$ cat src/inc/usp_pkg.sv
// Shared constants and types of the asynchronous serial port
package usp_pkg;
  // Register byte offsets on the APB
  localparam logic [7:0] OFS_CTRL = 8'h00;
  localparam logic [7:0] OFS_BUF = 8'h04;
  localparam logic [7:0] OFS_PWR = 8'h08;
  localparam logic [7:0] OFS_BRG = 8'h0c;
  localparam logic [7:0] OFS_RELOAD = 8'h10;
  localparam logic [7:0] OFS_ADDR = 8'h14;
  localparam logic [7:0] OFS_MASK = 8'h18;
  // Bit positions in serial_ctrl
  localparam int B_FE = 7;
  localparam int B_SM0 = 7;
  localparam int B_SM1 = 6;
  localparam int B_MP = 5;
  localparam int B_REN = 4;
  localparam int B_TB8 = 3;
  localparam int B_RB8 = 2;
  localparam int B_TI = 1;
  localparam int B_RI = 0;
  // Bit positions in power_ctrl
  localparam int B_DBL = 7;
  localparam int B_FED = 6;
  // Bit positions in baud_gen_ctrl
  localparam int B_SPD = 0;
  localparam int B_RUN = 1;
  localparam int B_TXS = 2;
  localparam int B_RXS = 3;
  // Reset value of every register byte
  localparam logic [7:0] RST_BYTE = 8'h00;
  // Mode codes from mode_sel_hi, mode_sel_lo
  localparam logic [1:0] MODE_SYNC = 2'h0;
  localparam logic [1:0] MODE_8VAR = 2'h1;
  localparam logic [1:0] MODE_9FIX = 2'h2;
  localparam logic [1:0] MODE_9VAR = 2'h3;
  // Oversampling: sample points and last tick of a bit
  localparam logic [3:0] SAMP_A = 4'h7;
  localparam logic [3:0] SAMP_B = 4'h8;
  localparam logic [3:0] SAMP_C = 4'h9;
  localparam logic [3:0] TICK_LAST = 4'hf;
  // Last step of the divide-by-6 prescaler
  localparam logic [2:0] PRE_LAST = 3'h5;
  // Index of the stop bit in 10 and 11 bit frames
  localparam logic [3:0] STOP_IDX8 = 4'h9;
  localparam logic [3:0] STOP_IDX9 = 4'ha;
  // Baud configuration carried to the generators
  typedef struct packed {
    logic dbl;
    logic baud_speed_sel;
    logic run;
    logic [7:0] reload;
  } usp_baud_cfg_t;
  // Receiver states
  typedef enum logic [2:0] {
    RX_IDLE, RX_START, RX_DATA, RX_NINTH, RX_STOP
  } usp_rx_st_t;
endpackage

$ cat src/usp_brg.sv
// Internal 8-bit auto-reload baud generator
`timescale 1ns/1ns
`default_nettype none
module usp_brg import usp_pkg::*; (
  input wire logic pclk,
  input wire logic presetn,
  input wire usp_baud_cfg_t cfg,
  output logic ovf
);
  // Prescaler, counter and overflow pulse
  typedef struct packed {
    logic [2:0] pre;
    logic [7:0] cnt;
    logic ovf;
  } usp_brg_st_t;
  usp_brg_st_t q, n;
  logic step; // Counter advances this cycle

  // Count up from baud_reload, reload on overflow
  always_comb begin
    n = q;
    n.ovf = 1'b0;
    step = cfg.baud_speed_sel || (q.pre == PRE_LAST);
    if (!cfg.run) begin // Stopped: hold at reload
      n.pre = '0;
      n.cnt = cfg.reload;
    end else begin
      n.pre = step ? 3'h0 : q.pre + 3'h1;
      if (step) begin
        if (q.cnt == 8'hff) begin // Overflow
          n.cnt = cfg.reload;
          n.ovf = 1'b1;
        end else begin
          n.cnt = q.cnt + 8'h1;
        end
      end
    end
  end

  // State register
  always_ff @(posedge pclk or negedge presetn) begin
    if (!presetn) begin
      q <= '0;
    end else begin
      q <= n;
    end
  end
  assign ovf = q.ovf;
endmodule // usp_brg
`default_nettype wire

$ cat src/usp_tick.sv
// Sixteen-times oversampling tick for one direction
`timescale 1ns/1ns
`default_nettype none
module usp_tick import usp_pkg::*; (
  input wire logic pclk,
  input wire logic presetn,
  input wire logic mode2,
  input wire logic src_int,
  input wire logic brg_ovf,
  input wire logic t1_ovf,
  input wire logic dbl,
  output logic tick
);
  // Halving toggle and tick pulse
  typedef struct packed {
    logic half;
    logic tick;
  } usp_tick_st_t;
  usp_tick_st_t q, n;
  logic raw; // Undivided source pulse

  // Pick source, halve unless doubled
  always_comb begin
    n = q;
    raw = mode2 ? 1'b1 : (src_int ? brg_ovf : t1_ovf);
    n.tick = 1'b0;
    if (raw) begin
      if (dbl) begin
        n.tick = 1'b1;
      end else begin
        n.half = ~q.half;
        n.tick = q.half;
      end
    end
  end

  // State register
  always_ff @(posedge pclk or negedge presetn) begin
    if (!presetn) begin
      q <= '0;
    end else begin
      q <= n;
    end
  end
  assign tick = q.tick;
endmodule // usp_tick
`default_nettype wire

$ cat src/usp_serial.sv
// Asynchronous serial port, modes 1 to 3, with APB registers
`timescale 1ns/1ns
`default_nettype none
module usp_serial import usp_pkg::*; (
  input wire logic pclk,
  input wire logic presetn,
  input wire logic psel,
  input wire logic penable,
  input wire logic pwrite,
  input wire logic [7:0] paddr,
  input wire logic [31:0] pwdata,
  output logic [31:0] prdata,
  output logic pready,
  output logic pslverr,
  input wire logic timer1_ovf,
  input wire logic serial_in_pin,
  output logic serial_out_pin
);
  // Whole state of the port
  typedef struct packed {
    logic ready;
    logic err;
    logic [31:0] rdata;
    logic fe;
    logic sm0;
    logic sm1;
    logic mp;
    logic ren;
    logic tb8;
    logic rb8;
    logic ti;
    logic ri;
    logic dbl;
    logic fed;
    logic baud_speed_sel;
    logic run;
    logic txs;
    logic rxs;
    logic [7:0] reload;
    logic [7:0] addr;
    logic [7:0] mask;
    logic [7:0] rxbuf;
    logic txon;
    logic [10:0] txsh;
    logic [3:0] txbit;
    logic [3:0] txcnt;
    logic txo;
    usp_rx_st_t rst;
    logic [3:0] rcnt;
    logic [2:0] rbit;
    logic [7:0] rsh;
    logic s7;
    logic s8;
    logic bitv;
    logic ninth;
    logic pin_q;
  } usp_st_t;
  usp_st_t q, n;

  logic [1:0] mode; // Selected mode
  logic async; // Any asynchronous mode
  logic nine; // Nine data bits per frame
  logic setup; // APB setup phase
  logic wr; // APB write access phase
  logic wr_ctrl; // Write to serial_ctrl
  logic wr_buf; // Write to serial_buffer
  logic mapped; // Address hits a register
  logic rtick; // Receive oversampling tick
  logic ttick; // Transmit oversampling tick
  logic brg_ovf; // Internal generator overflow
  logic fall; // Falling edge on the input line
  logic maj; // Majority of three samples
  logic [3:0] stop_idx; // Stop bit index of frame
  logic n9; // Ninth bit used for acceptance
  logic fin; // Frame completes this cycle
  logic match; // Address frame is for us
  usp_baud_cfg_t bcfg; // Generator configuration

  // Mode decode and bus qualifiers
  always_comb begin
    mode = {q.sm0, q.sm1};
    async = (mode != MODE_SYNC);
    nine = (mode == MODE_9FIX) || (mode == MODE_9VAR);
    setup = psel && !penable;
    wr = psel && penable && pwrite;
    wr_ctrl = wr && (paddr == OFS_CTRL);
    wr_buf = wr && (paddr == OFS_BUF);
    fall = q.pin_q && !serial_in_pin;
    bcfg = '{dbl: q.dbl, baud_speed_sel: q.baud_speed_sel, run: q.run, reload: q.reload};
  end

  // Internal baud generator
  usp_brg u_brg (
    .pclk(pclk),
    .presetn(presetn),
    .cfg(bcfg),
    .ovf(brg_ovf)
  );

  // Receive tick, own source select
  usp_tick u_rtick (
    .pclk(pclk),
    .presetn(presetn),
    .mode2(mode == MODE_9FIX),
    .src_int(q.rxs),
    .brg_ovf(brg_ovf),
    .t1_ovf(timer1_ovf),
    .dbl(q.dbl),
    .tick(rtick)
  );

  // Transmit tick, own source select
  usp_tick u_ttick (
    .pclk(pclk),
    .presetn(presetn),
    .mode2(mode == MODE_9FIX),
    .src_int(q.txs),
    .brg_ovf(brg_ovf),
    .t1_ovf(timer1_ovf),
    .dbl(q.dbl),
    .tick(ttick)
  );

  // Next state: bus, transmitter, receiver
  always_comb begin
    n = q;
    maj = 1'b0;
    n9 = 1'b0;
    fin = 1'b0;
    // Given address or broadcast address hit
    match = (((q.rsh ^ q.addr) & q.mask) == 8'h00) ||
            ((q.rsh | ~(q.addr | q.mask)) == 8'hff);
    stop_idx = nine ? STOP_IDX9 : STOP_IDX8;
    mapped = (paddr == OFS_CTRL) || (paddr == OFS_BUF) ||
             (paddr == OFS_PWR) || (paddr == OFS_BRG) ||
             (paddr == OFS_RELOAD) || (paddr == OFS_ADDR) ||
             (paddr == OFS_MASK);
    // Zero wait states; error for unmapped
    n.ready = 1'b1;
    if (setup) begin
      n.err = !mapped;
      n.rdata = '0;
      unique case (paddr)
        OFS_CTRL: n.rdata[7:0] = {q.fed ? q.fe : q.sm0, q.sm1, q.mp,
                                 q.ren, q.tb8, q.rb8, q.ti, q.ri};
        OFS_BUF: n.rdata[7:0] = q.rxbuf;
        OFS_PWR: n.rdata[7:0] = {q.dbl, q.fed, 6'h00};
        OFS_BRG: n.rdata[7:0] = {4'h0, q.rxs, q.txs, q.run, q.baud_speed_sel};
        OFS_RELOAD: n.rdata[7:0] = q.reload;
        OFS_ADDR: n.rdata[7:0] = q.addr;
        OFS_MASK: n.rdata[7:0] = q.mask;
        default: n.rdata = '0;
      endcase
    end
    // Register writes
    if (wr) begin
      unique case (paddr)
        OFS_CTRL: begin
          // Top bit is the error flag when detection is on
          if (q.fed) begin
            n.fe = pwdata[B_FE];
          end else begin
            n.sm0 = pwdata[B_SM0];
          end
          n.sm1 = pwdata[B_SM1];
          n.mp = pwdata[B_MP];
          n.ren = pwdata[B_REN];
          n.tb8 = pwdata[B_TB8];
          n.rb8 = pwdata[B_RB8];
          n.ti = pwdata[B_TI];
          n.ri = pwdata[B_RI];
        end
        OFS_PWR: begin
          n.dbl = pwdata[B_DBL];
          n.fed = pwdata[B_FED];
        end
        OFS_BRG: begin
          n.baud_speed_sel = pwdata[B_SPD];
          n.run = pwdata[B_RUN];
          n.txs = pwdata[B_TXS];
          n.rxs = pwdata[B_RXS];
        end
        OFS_RELOAD: n.reload = pwdata[7:0];
        OFS_ADDR: n.addr = pwdata[7:0];
        OFS_MASK: n.mask = pwdata[7:0];
        default: n.reload = q.reload;
      endcase
    end

    // Transmitter: load frame on a buffer write
    if (wr_buf && async) begin
      // Stop, ninth or stop, data, start; LSB first
      n.txsh = {1'b1, nine ? q.tb8 : 1'b1, pwdata[7:0], 1'b0};
      n.txon = 1'b1;
      n.txbit = 4'h0;
      n.txcnt = 4'h0;
    end else if (q.txon && ttick) begin
      n.txcnt = q.txcnt + 4'h1;
      // Bit time over: move to next bit
      if (q.txcnt == TICK_LAST) begin
        n.txsh = {1'b1, q.txsh[10:1]};
        n.txbit = q.txbit + 4'h1;
        // Last data bit sent: transmit done
        if (q.txbit + 4'h1 == stop_idx) begin
          n.ti = 1'b1;
        end
        // Stop bit sent: frame over
        if (q.txbit == stop_idx) begin
          n.txon = 1'b0;
        end
      end
    end
    // Line idles high
    n.txo = n.txon ? n.txsh[0] : 1'b1;

    // Receiver: previous line level for edges
    n.pin_q = serial_in_pin;
    if (q.rst == RX_IDLE) begin
      // Start on falling edge when enabled
      if (q.ren && async && fall) begin
        n.rst = RX_START;
        n.rcnt = 4'h0;
      end
    end else if (rtick) begin
      n.rcnt = q.rcnt + 4'h1;
      // Keep the first two centre samples
      if (q.rcnt == SAMP_A) begin
        n.s7 = serial_in_pin;
      end
      if (q.rcnt == SAMP_B) begin
        n.s8 = serial_in_pin;
      end
      // Decide at the third centre sample
      if (q.rcnt == SAMP_C) begin
        maj = (q.s7 & q.s8) | (q.s7 & serial_in_pin) |
              (q.s8 & serial_in_pin);
        n.bitv = maj;
        unique case (q.rst)
          // False start: line not still low
          RX_START: if (maj) n.rst = RX_IDLE;
          // Data shifts in LSB first
          RX_DATA: n.rsh = {maj, q.rsh[7:1]};
          RX_NINTH: begin
            n.ninth = maj;
            // Without detection done at the ninth bit
            if (!q.fed) begin
              fin = 1'b1;
              n9 = maj;
            end
          end
          RX_STOP: begin
            // Stop bit must be high when checked
            if (q.fed && !maj) begin
              n.fe = 1'b1;
            end
            // With detection, done at stop bit
            if (q.fed || !nine) begin
              fin = 1'b1;
              n9 = nine ? q.ninth : maj;
            end
            n.rst = RX_IDLE;
          end
          default: n.rst = RX_IDLE;
        endcase
      end
      // End of a bit time: step to next bit
      if (q.rcnt == TICK_LAST) begin
        unique case (q.rst)
          RX_START: begin
            n.rst = RX_DATA;
            n.rbit = 3'h0;
          end
          RX_DATA: begin
            n.rbit = q.rbit + 3'h1;
            // After eight data bits
            if (q.rbit == 3'h7) begin
              n.rst = nine ? RX_NINTH : RX_STOP;
            end
          end
          RX_NINTH: n.rst = RX_STOP;
          default: n.rst = q.rst;
        endcase
      end
    end
    // Accept unless filtered as foreign or data
    if (fin && (!q.mp || (n9 && match))) begin
      n.rxbuf = q.rsh;
      n.rb8 = n9;
      n.ri = 1'b1;
    end
  end

  // State register; line and flags idle safe
  always_ff @(posedge pclk or negedge presetn) begin
    if (!presetn) begin
      q <= '0;
      q.txo <= 1'b1;
      q.pin_q <= 1'b1;
    end else begin
      q <= n;
    end
  end

  // Outputs straight from flip-flops
  assign prdata = q.rdata;
  assign pready = q.ready;
  assign pslverr = q.err;
  assign serial_out_pin = q.txo;
endmodule // usp_serial
`default_nettype wire

$ cat config.mk
export PLATFORM = sky130hd
export DESIGN_NAME = usp_serial
export DESIGN_NICKNAME = d
export VERILOG_FILES = /design/src/inc/usp_pkg.sv /design/src/usp_brg.sv /design/src/usp_tick.sv /design/src/usp_serial.sv
export SDC_FILE = /design/constraint.sdc
export NUM_CORES = 1
export LEC_CHECK = 0
export BUFFER_PORTS_ARGS = -buffer_cell sky130_fd_sc_hd__clkbuf_2
export CORE_MARGIN = 2
export CORE_UTILIZATION = 30
export DETAILED_ROUTE_END_ITERATION = 12
export GPL_ROUTABILITY_DRIVEN = 1
export HOLD_SLACK_MARGIN = 0.15
export SYNTH_ARGS = -nofsm -noshare
export SYNTH_HDL_FRONTEND = slang
export SYNTH_SLANG_ARGS = --single-unit
$ cat constraint.sdc
create_clock -name pclk -period 2.5 [get_ports pclk]
set_input_delay 0.125 -clock pclk [delete_from_list [all_inputs] [get_ports pclk]]
set_output_delay 0.125 -clock pclk [all_outputs]
set_load 0.05 [all_outputs]
# Yosys cells after proc, flatten, opt, wreduce, memory -nomap -nowiden
# Cells that the tools add are included.
classes:
  n_addsub: 6
  eq_ne: 26
  n_mux: 74
  bitwise_logic: 15
  reduce_logical: 59
op_table:
  columns: ["cell", "count"]
  rows:
  - ["$pmux W8 S7", 1]
  - ["$mux W8", 6]
  - ["$mux W1", 41]
  - ["$mux W20", 2]
  - ["$mux W39", 1]
  - ["$eq A8 B5 Y1 const B", 3]
  - ["$mux W22", 1]
  - ["$reduce_and A2 Y1", 11]
  - ["$mux W3", 7]
  - ["$mux W9", 2]
  - ["$eq A4 B4 Y1 const B", 4]
  - ["$eq A8 B4 Y1 const B", 2]
  - ["$eq A8 B8 Y1 const B", 2]
  - ["$logic_not A8 Y1", 2]
  - ["$mux W16", 1]
  - ["$or A8 B8 Y8", 2]
  - ["$reduce_and A3 Y1", 5]
  - ["$mux W7", 2]
  - ["$reduce_bool A2 Y1", 7]
  - ["$add A4 B1 Y4 const B", 3]
  - ["$logic_and A1 B1 Y1", 12]
  - ["$pmux W3 S2", 2]
  - ["$reduce_and A4 Y1", 3]
  - ["$logic_or A1 B1 Y1", 11]
  - ["other kinds (25)", 47]
totals:
  register_bits: 117
  inputBits: 47

# Longest topological paths before layout
# Gate-level depths: netlist (run 1).
depth:
  ltp_word: 14
  depth_mapped: 9
  depth_no_buf: 7

# Cells and area by module
# A second synthesis (run 1) with hierarchy kept.
unflattened:
  cells_unflattened: 586
  area_unflattened_um2: 6115.9
by_module_without_submodules:
  columns: ["mod", "n_inst", "cells_each", "area_per_inst_um2", "seq_area_each_um2"]
  rows:
  - ["usp_serial", 1, 503, 5232.5, 2504.9]
  - ["usp_brg", 1, 71, 693.2, 300.3]
  - ["usp_tick", 2, 6, 95.1, 50.0]

# Least setup slack after synthesis (run 1)
# Ideal clock, no wire load.
synth_timing:
  path_kind: "register -> register"
  startpoint: "reg q[21] (netlist bit)"
  endpoint: "reg q[82] (netlist bit)"
  setup_ns: 0.131
  arrival_ns: 1.772
  required_time_ns: 2.369
  path_slack_ns: 0.596
  path_stages_with_launch: 10
  n_path_buf: 4
  cell_sequence: "dfrtp_1 > buf_2 > o31a_1 > buf_2 > nand2_1 > or2_0 > buf_4 > buf_4 > nor2_1 > or3_1"
synth_between:
  elab_chain_cells: 10
  word_cells_on_any_way: 18
  cone_classes: "2 x eq/ne; 9 x mux; 7 x reduce/logical"
synth_rtl:
  columns: ["element", "line", "rtl"]
  rows:
  - ["start: declaration", "usp_serial.sv:58", "usp_st_t q, n;"]
  - ["start signal: assignment", "usp_serial.sv:300", "q <= n;"]
  - ["$eq A3 B3 Y1 or $eq A3 B2 Y1 (tied branches)", "usp_serial.sv:238", "unique case (q.rst)"]
  - ["$pmux W1 S2", "usp_serial.sv:238", null]
  - ["$mux W1", "usp_serial.sv:234", "if (q.rcnt == SAMP_C) begin"]
  - ["$mux W1", "usp_serial.sv:224", "end else if (rtick) begin"]
  - ["$mux W1", "usp_serial.sv:218", "if (q.rst == RX_IDLE) begin"]
  - ["$logic_and A1 B1 Y1", "usp_serial.sv:286", "if (fin && (!q.mp || (n9 && match))) begin"]
  - ["$logic_or A1 B1 Y1", "usp_serial.sv:286", null]
  - ["$logic_and A1 B1 Y1 *", "usp_serial.sv:286", null]
  - ["$reduce_bool A2 Y1 (no source line)", null, null]
  - ["$reduce_and A2 Y1 (no source line)", null, null]
# Every way passes the cells marked *; elsewhere a longest branch is shown, timed or not.
# A chain may end at the register's enable or synchronous reset.

# Worst setup path after layout (run 1)
layout_timing:
  startpoint: "in serial_in_pin"
  endpoint: "reg q[82] (netlist bit)"
layout_between:
  elab_chain_cells: 14
  word_cells_on_any_way: 18
  cone_classes: "8 x mux; 4 x bitwise; 6 x reduce/logical"
layout_rtl:
  columns: ["element", "line", "rtl"]
  rows:
  - ["start: declaration", "usp_serial.sv:16", "input wire logic serial_in_pin,"]
  - ["$and A1 B1 Y1", "usp_serial.sv:235", "maj = (q.s7 & q.s8) | (q.s7 & serial_in_pin) |"]
  - ["$or A1 B1 Y1", "usp_serial.sv:235", null]
  - ["$or A1 B1 Y1 *", "usp_serial.sv:235", null]
  - ["$mux W1", "usp_serial.sv:259", "n9 = nine ? q.ninth : maj;"]
  - ["$mux W1", "usp_serial.sv:257", "if (q.fed || !nine) begin"]
  - ["$pmux W1 S2 *", "usp_serial.sv:238", null]
  - ["$mux W1 *", "usp_serial.sv:234", null]
  - ["$mux W1 *", "usp_serial.sv:224", null]
  - ["$mux W1 *", "usp_serial.sv:218", null]
  - ["$logic_and A1 B1 Y1 *", "usp_serial.sv:286", null]
  - ["$logic_or A1 B1 Y1 *", "usp_serial.sv:286", null]
  - ["$logic_and A1 B1 Y1 *", "usp_serial.sv:286", null]
  - ["$reduce_bool A2 Y1 (no source line)", null, null]
  - ["$reduce_and A2 Y1 (no source line)", null, null]
# Marked as above.

==> results of run 1 <==
## layer usage
metal / share of wire [%] / track usage (%)
met4: 1.8 / 5.38
met5: 0 / 0
met2: 45 / 22.2
met3: 4.8 / 3.94
met1: 49 / 20.4
## logic make-up after synthesis
family | count (synthesis) | synth area share [%]
AND/OR/NAND/NOR | 209 | 16.1
buffers and inverters | 78 | 6.86
other | 2 | 0.119
multiplexers | 54 | 9.32
flip-flops | 116 | 46.0
adder cells (fa/ha/maj) | 11 | 2.14
XOR/XNOR | 23 | 3.19
AO/OA/AOI/OAI | 157 | 16.2
## report_power, final
group,switching [uW],internal (uW),total [uW]
combinational,472,333,805
sequential,188,2050,2240
clock,854,1940,2790
total,1510,4320,5840
## placed cells by master, fill, tap and decap left out, types with 5 or more instances in the layout
cell type and count:
or3_1 6, a22oi_1 6, dlygate4sd3_1 12, nor2b_1 9
clkbuf_16 17, a22o_1 6, a21o_1 5, xor2_1 17
o311a_1 8, nand3_1 15, o21a_1 5, nor2_1 52
conb_1 25, dfrtp_1 114, o21ai_0 46, nor3_1 7
and3_1 7, mux2_2 38, clkbuf_2 32, nand2_1 79
ha_1 10, inv_1 17, bufinv_16 6, mux2i_1 16
a31oi_1 12, o22ai_1 7, buf_4 20, xnor2_1 6
a221o_1 7, a21oi_1 34
## worst min-delay path, delay by kind of cell
kind | cells | cell delay (ns)
AND/OR/NAND/NOR | 2 | 0.24
buffers and inverters | 1 | 0.10
AO/OA/AOI/OAI | 1 | 0.08
## how the worst min path moves through the flow
stage                     startpoint            to  cells after the start
final                     timer1_ovf  u_rtick.tick                      4
after floorplan              presetn       bcfg[0]                      0
after global routing      timer1_ovf  u_rtick.tick                      4
after detailed placement     presetn    u_brg.q[3]                      1
after global placement       presetn    u_brg.q[3]                      1
after CTS                 timer1_ovf  u_rtick.tick                      4
## area by class of cell
type | instances | area share, %
Timing Repair Buffer | 65 | 6.01
Sequential cell | 116 | 38.8
Clock buffer | 22 | 6.33
Inverter | 17 | 0.851
Tap cell | 275 | 4.59
Clock inverter | 10 | 2.67
Multi-Input combinational cell | 479 | 40.8
## stage by stage
| step | std cells | cell area, um^2 | worst slack (ns) | utilization (%) | hold WS [ns] |
|---|---|---|---|---|---|
| final | 984 | 7500 | 0.343 | 36.0 | 0.163 |
| after global routing | 984 | 7500 | 0.275 | 36.0 | 0.183 |
| after CTS | 984 | 7500 | 0.364 | 36.0 | 0.170 |
| after detailed placement | 940 | 6700 | 0.380 | 32.2 | 0.0900 |
| after global placement | 940 | 6700 | 0.416 | 32.2 | 0.0885 |
| after floorplan | 673 | 6400 | 0.596 | - | -0.171 |
## sequential cells by signal (all words and copies together), names as in the netlist
register        flops
pready              1
mode                2
prdata              8
bcfg               11
serial_out_pin      1
u_brg.ovf           1
u_ttick.tick        1
u_rtick.q           1
q                  76
pslverr             1
u_ttick.q           1
u_rtick.tick        1
u_brg.q            11
==> impl_metrics.csv, run 1 <==
group,metric,value,unit
sta,min_period,2.16,ns
yosys,synth-edff-count,0,
worst_setup_path,start_kind,"primary input",
placed_design,dp_hpwl,10.8,mm
clock_network,postCtsSetupRepairBufs,0,
floorplanning,pin_count,82,
job,maxCapViolCount,0,
layout,fillers,2102,
yosys,postSynthRegisterBits,116,
grt,grt_pass1_vias,4698,
clock_network,cts_tree,"yes",
layout,num_antenna_cells,0,
drt,routedWlPerCell,15.6,um
grt,grt_max_degree,59,
worst_setup_path,r2r_cells,6,
grt,grt_pass1_wl,25.5,mm
pwr,powerDensity,779,nW/um^2
worst_setup_path,slowest_stage,"dlygate4sd3_1",
drt,routed_wl,15.4,mm
worst_setup_path,r2r_slack,0.36,ns
floorplanning,initial_core_util,30.3,%
worst_setup_path,endpoint,"q[82]",
yosys,synth_area_leaders,"dfrtp_1, mux2_2, nand2_1",
clock_network,h-tree-depth,4,
sta,drv_slew,0,
yosys,ys_types,61,
layout,multi_input_area,3060,um^2
sta,hold_viol_final,0,
layout,seqCellArea,2910,um^2
sta,rsz0062_at_grt,"false",
floorplanning,num_rows,53,
yosys,synth_cells,650,
pwr,cellLeakagePower,0.00333,uW
worst_setup_path,path_depth,8,
clock_network,clk_pin_slew,0.05,ns
floorplanning,dieHeight,149,um
clock_network,cts_hold_buf,12,
floorplanning,core,20800,um^2
floorplanning,dieWidth,149,um
layout,drive_above_1_share,18.6,%
clock_network,numCtsBuffers,17,
worst_setup_path,crit_required,2.79,ns
yosys,ys.flop_type,"dfrtp_1",
worst_setup_path,path_max_fanout,9,
drt,avgViaCountPerCell,4.96,
grt,antenna_found_initial,0,
sta,tightest_slew,0.679,ns
placed_design,io_buffers,33,
yosys,synth_seq_area_share,46.0,%
grt,track_usage,14.8,%
yosys,synth-async-reset-ratio,100,%
worst_setup_path,timing.rr.end,"q[49]",
drt,drc,0,
drt,first_iter_violations,343,
clock_network,cts-resized-gates,0,
yosys,ys_top_cells_by_count,"dfrtp_1, nand2_1, nor2_1",
yosys,yosysTopAreaCellShare,45.2,%
drt,drt_first_pass_iters,5,
worst_setup_path,end_kind,"flop",
layout,fin_nets,753,
worst_setup_path,cp.arrival,2.45,ns
sta,setup_violations,0,
yosys,yosysWarnings,0,
yosys,synth.most_common_cell,"dfrtp_1",
clock_network,root_buffer,"clkbuf_16",
worst_setup_path,critPathTopFamily,"buffers and inverters",
worst_setup_path,slowest_delay,0.54,ns
yosys,netlist_area,6310,um^2
clock_network,insertion_delay,0.42,ns
worst_setup_path,r2r-start,"q[20]",
sta,skew,0.00777,ns
clock_network,clock-sinks,116,
pwr,peakVddDrop,0.000370,V
worst_setup_path,cp_num_buf_inv,3,
grt,overflow,0,
worst_setup_path,cp_cell_sequence,"dlygate4sd3_1, clkbuf_2, maj3_1, o21a_1, o21ai_0, a21oi_2, buf_4, or3_1",
worst_setup_path,crit_start,"serial_in_pin",
sta,fmax,0.464,GHz
sta,setup_tns,0,ns
worst_hold_path,hold_path_class,"primary input to flop",
worst_setup_path,worstSetupPathType,"primary input to flop",
sta,relSlewSlack,54.7,%
pwr,power,5840,uW
clock_network,cts_max_path_buffers,2,
sta,post-route-period-util,86.3,%
status,status,"complete, no violations",
drt,antenna_left,0,
yosys,yosys.area.top_type,"dfrtp_1",
drt,via_count,4885,
yosys,syn_area_per_cell,9.71,um^2
placed_design,gp_congestion,0.852,
layout,area_growth,18.8,%
floorplanning,die_area,22200,um^2
Note: power is estimated with default switching activity, not from simulation.
==> run 2, diff against run 1 <==
CTS_BUF_LIST = sky130_fd_sc_hd__clkbuf_8   (was not set)
CTS_CLUSTER_SIZE = 12   (was not set)
==> impl_metrics.csv, run 2 (same netlist as run 1, synthesis figures left out) <==
group,metric,value,unit
job,maxCapViolCount,0,
layout,area_growth,16.2,%
pwr,peakVddDrop,0.000246,V
grt,overflow,0,
layout,final_cell_mix,"dfrtp_1, nand2_1, nor2_1",
grt,antenna_found_initial,0,
sta,hold_viol_final,0,
worst_setup_path,crit_required,2.82,ns
sta,setup_tns,0,ns
grt,grt_pass1_wl,25.4,mm
status,status,"complete, no violations",
drt,routedWlPerCell,15.6,um
pwr,cellLeakagePower,0.00327,uW
floorplanning,die_area,22200,um^2
worst_setup_path,critPathTopFamily,"compound AO/OA/AOI/OAI gates",
floorplanning,num_rows,53,
worst_hold_path,hold_path_class,"primary input to flop",
drt,routed_wl,15.4,mm
worst_setup_path,slowest_stage,"maj3_1",
drt,avgViaCountPerCell,4.96,
grt,track_usage,14.7,%
layout,fillers,2136,
worst_setup_path,r2r_cells,6,
drt,drt_first_pass_iters,4,
clock_network,insertion_delay,0.45,ns
sta,setup_violations,0,
layout,final_cells,987,
placed_design,io_buffers,33,
worst_setup_path,cp_cell_sequence,"maj3_1, o21a_1, o21ai_0, a21oi_2, buf_4, or3_1",
drt,drc,0,
layout,fin_util,35.2,%
worst_setup_path,path_depth,6,
clock_network,clk_pin_slew,0.07,ns
layout,fin_nets,756,
worst_setup_path,end_kind,"flop",
sta,tightest_slew,0.661,ns
worst_setup_path,r2r-start,"q[3]",
worst_setup_path,cp_num_buf_inv,1,
clock_network,cts-resized-gates,0,
worst_setup_path,cp.arrival,2.46,ns
layout,num_antenna_cells,0,
clock_network,cts_max_path_buffers,2,
worst_setup_path,crit_start,"q[3]",
sta,min_period,2.13,ns
placed_design,placed_cells,940,
placed_design,gp_congestion,0.852,
floorplanning,core,20800,um^2
layout,regMostFlops,"q",
floorplanning,initial_core_util,30.3,%
pwr,powerDensity,704,nW/um^2
placed_design,dp_hpwl,10.8,mm
floorplanning,dieWidth,149,um
sta,drv_slew,0,
layout,largest_reg_flops,76,
worst_setup_path,path_max_fanout,9,
sta,rsz0062_at_grt,"false",
sta,post-route-period-util,85.4,%
floorplanning,pin_count,82,
worst_setup_path,start_kind,"flop",
layout,drive_above_1_share,18.5,%
placed_design,place_ws,0.380,ns
worst_setup_path,r2r_slack,0.37,ns
worst_setup_path,timing.rr.end,"q[82]",
clock_network,cts_tree,"yes",
clock_network,root_buffer,"clkbuf_8",
sta,relSlewSlack,55.2,%
worst_setup_path,worstSetupPathType,"flop to flop",
grt,grt_pass1_vias,4648,
worst_setup_path,endpoint,"q[82]",
floorplanning,dieHeight,149,um
worst_setup_path,slowest_delay,0.44,ns
clock_network,clock-sinks,116,
sta,fin_ws,0.365,ns
grt,grt_max_degree,59,
sta,skew,0.0133,ns
drt,via_count,4897,
layout,layout_commonest_cell,"dfrtp_1",
clock_network,numCtsBuffers,17,
clock_network,h-tree-depth,4,
sta,fmax,0.468,GHz
drt,antenna_left,0,
drt,first_iter_violations,405,
[run 2: stage by stage]
| stage | total power, uW | instance area (um^2) | hold slack [ns] |
|---|---|---|---|
| after global placement | 3040 | 6700 | 0.0885 |
| final | 5170 | 7340 | 0.190 |
| after detailed placement | 3060 | 6700 | 0.0900 |
| after CTS | 5220 | 7340 | 0.157 |
| after global routing | 5440 | 7340 | 0.199 |
| after floorplan | 2840 | 6400 | -0.171 |
[run 2: layer usage]
metal	global-route usage, %	vias up	share of wire (%)	wire length (um)
met5	0	-	0	0
met4	5.38	0	1.8	279
met3	3.33	24	4.7	726
met2	22.3	126	46	7010
met1	20.6	2381	48	7380
li1	-	2366	-	-
[run 2: how the worst min path moves through the flow]
stage	from	to	depth (start not counted)
floorplan	presetn	bcfg[0]	0
global placement	presetn	u_brg.q[3]	1
detailed placement	presetn	u_brg.q[3]	1
CTS	paddr[0]	prdata[2]	4
global route	paddr[0]	prdata[3]	3
finish	paddr[0]	prdata[2]	4
[run 2: worst register-to-register path, delay by kind of cell (launching register included)]
kind / cells / cell delay (ns)
buffers and inverters: 1 / 0.21
adder cells (fa/ha/maj): 1 / 0.45
flip-flops: 1 / 0.38
AO/OA/AOI/OAI: 3 / 0.59
AND/OR/NAND/NOR: 1 / 0.38
[run 2: area by class of cell]
type	instances	area, um^2	share of cell area [%]
clock buffer	20	275	3.75
clock inverter	12	208	2.83
inverter	17	63.8	0.870
multi-input combinational	479	3060	41.7
sequential	116	2910	39.6
tap	275	344	4.69
timing repair buffer	68	480	6.55
[run 2: report_power, final]
| part | internal (uW) | switching (uW) | total [uW] |
|---|---|---|---|
| Combinational | 336 | 474 | 809 |
| Sequential | 2050 | 187 | 2230 |
| Clock | 1350 | 771 | 2120 |
[run 2: what timing repair did]
item / CTS / global route
setup buffers: 0 / 0
hold buffers: 15 / 0
hold endpoints to repair: 166 / 0
==> run 3, diff against run 2 <==
SYNTH_HIERARCHICAL = 1   (was not set)
==> impl_metrics.csv, run 3 <==
group,metric,value,unit
yosys,yosys.area.top_type,"dfrtp_1",
worst_setup_path,r2r_slack,0.29,ns
status,status,"complete, no violations",
yosys,synth.most_common_cell,"dfrtp_1",
sta,setup_violations,0,
worst_setup_path,cp_cell_sequence,"nor3b_1, a21oi_1, or3_1, nor3b_1, o32ai_1",
sta,rsz0062_at_grt,"false",
sta,setup_tns,0,ns
drt,antenna_left,0,
grt,antenna_found_initial,0,
worst_hold_path,hold_path_class,"primary input to async pin",
grt,track_usage,13.9,%
layout,fillers,2035,
floorplanning,pin_count,82,
floorplanning,die_area,21500,um^2
layout,drive_above_1_share,22.1,%
floorplanning,initial_core_util,30.4,%
yosys,synth-async-reset-ratio,100,%
yosys,netlist_area,6120,um^2
clock_network,clock-sinks,116,
yosys,postSynthRegisterBits,116,
layout,regMostFlops,"q",
worst_setup_path,worstSetupPathType,"flop to flop",
floorplanning,dieHeight,147,um
placed_design,place_ws,0.336,ns
worst_setup_path,timing.rr.end,"q[49]",
job,maxCapViolCount,0,
clock_network,cts_tree,"yes",
layout,layout_commonest_cell,"dfrtp_1",
sta,min_period,2.21,ns
yosys,synth_area_leaders,"dfrtp_1, mux2_2, buf_4",
worst_setup_path,r2r_cells,5,
drt,drc,0,
floorplanning,num_rows,52,
sta,hold_viol_final,0,
clock_network,insertion_delay,0.44,ns
yosys,synth-edff-count,0,
pwr,powerDensity,669,nW/um^2
drt,via_count,4500,
worst_setup_path,r2r-start,"q[22]",
clock_network,postCtsSetupRepairBufs,0,
drt,routed_wl,14.0,mm
clock_network,cts-resized-gates,0,
clock_network,numCtsBuffers,17,
sta,fmax,0.453,GHz
clock_network,root_buffer,"clkbuf_8",
yosys,ys.flop_type,"dfrtp_1",
floorplanning,core,20100,um^2
sta,skew,0.00954,ns
clock_network,h-tree-depth,4,
placed_design,io_buffers,33,
pwr,cellLeakagePower,0.00306,uW
clock_network,cts_max_path_buffers,2,
yosys,synth_cells,586,
grt,grt_pass1_vias,4396,
sta,fin_ws,0.293,ns
worst_setup_path,cp.arrival,2.49,ns
placed_design,dp_hpwl,9.98,mm
worst_setup_path,crit_required,2.78,ns
drt,first_iter_violations,280,
pwr,peakVddDrop,0.000228,V
yosys,yosysWarnings,6,
worst_setup_path,start_kind,"flop",
placed_design,gp_congestion,0.797,
yosys,ys_top_cells_by_count,"dfrtp_1, nand2_1, o21ai_0",
worst_setup_path,path_max_fanout,11,
layout,area_growth,16.5,%
floorplanning,dieWidth,147,um
yosys,syn_area_per_cell,10.4,um^2
worst_setup_path,end_kind,"flop",
worst_setup_path,cpMostUsedCell,"nor3b_1",
sta,tightest_slew,0.956,ns
drt,avgViaCountPerCell,4.85,
grt,grt_max_degree,49,
grt,grt_pass1_wl,23.6,mm
worst_setup_path,slowest_stage,"nor3b_1",
layout,num_antenna_cells,0,
yosys,synth_seq_area_share,47.5,%
clock_network,clk_pin_slew,0.07,ns
sta,relSlewSlack,36.1,%
grt,overflow,0,
yosys,ys_types,68,
yosys,yosysTopAreaCellShare,46.6,%
worst_setup_path,slowest_delay,0.81,ns
sta,drv_slew,0,
layout,fin_nets,701,
drt,routedWlPerCell,15.1,um
layout,largest_reg_flops,76,
drt,drt_first_pass_iters,5,
layout,final_cell_mix,"dfrtp_1, nand2_1, o21ai_0",
sta,post-route-period-util,88.3,%
-- run 3: cell count changes in the layout (fill, tap and decap cells not counted), sizes merged, moves of 8 or more --
cell	delta
nand2	-19
nor3	+9
a31oi	-10
o311a	-8
a21oi	-17
nor2	-22
o32ai	+8
-- run 3: report_power, final --
| group | switching, uW | total (uW) | internal (uW) |
|---|---|---|---|
| clock network | 755 | 1730 | 978 |
| registers | 201 | 2270 | 2070 |
| logic | 453 | 762 | 310 |
| total | 1410 | 4760 | 3360 |
-- run 3: kinds of logic (layout without fill, tap and decap cells) --
logic type / Yosys count / in the layout / share of synthesized area, %
AND/OR/NAND/NOR: 177 / 177 / 15.6
AO/OA/AOI/OAI: 127 / 127 / 14.0
flip-flops: 116 / 116 / 47.5
buffers and inverters: 71 / 119 / 6.51
multiplexers: 61 / 61 / 11.0
XOR/XNOR: 21 / 21 / 3.01
adder cells (fa/ha/maj): 11 / 11 / 2.21
other: 2 / 25 / 0.123
-- run 3: how the worst max path moves through the flow --
stage	startpoint	end	slack (ns)
finish	q[22]	q[49]	0.29
global route	q[80]	q[49]	0.12
CTS	q[22]	q[51]	0.33
detailed placement	q[22]	q[51]	0.34
global placement	q[22]	q[45]	0.34
floorplan	q[21]	q[44]	0.58
-- run 3: cell type report --
cell class	instances	area [um^2]	share of cell area, %
tap	270	338	4.74
clock buffer	21	289	4.06
multi-input combinational	422	2910	40.8
clock inverter	11	111	1.56
inverter	18	67.6	0.948
timing repair buffer	69	508	7.13
sequential	116	2910	40.8
-- run 3: timing repair --
item | in CTS | in global routing
endpoints found under the hold margin | 105 | 0
endpoints found under the setup margin | 0 | 0
hold buffers | 18 | 0
-- run 3: layer usage --
metal,vias to the layer above,part of all wire (%),GRT usage [%],wire (um)
met2,101,46,21.4,6470
met3,20,3.9,3.42,549
met4,0,1.6,4.81,220
met1,2195,48,19.1,6790
met5,-,0,0,0
li1,2184,-,-,-
-- run 3: critical path: cells and delay by family, from the launching register on --
family / cells / cell delay (ns)
compound gates: 2 / 0.31
flops: 1 / 0.48
simple gates: 3 / 1.26
-- run 3: stage by stage --
step	hold slack [ns]	instances	cell area (um^2)	power [uW]	util [%]
floorplan	-0.171	609	6200	2790	-
global placement	0.207	877	6540	3030	32.5
detailed placement	0.207	877	6540	3040	32.5
CTS	0.267	927	7120	4820	35.4
global route	0.290	927	7120	5040	35.4
finish	0.267	927	7120	4760	35.4
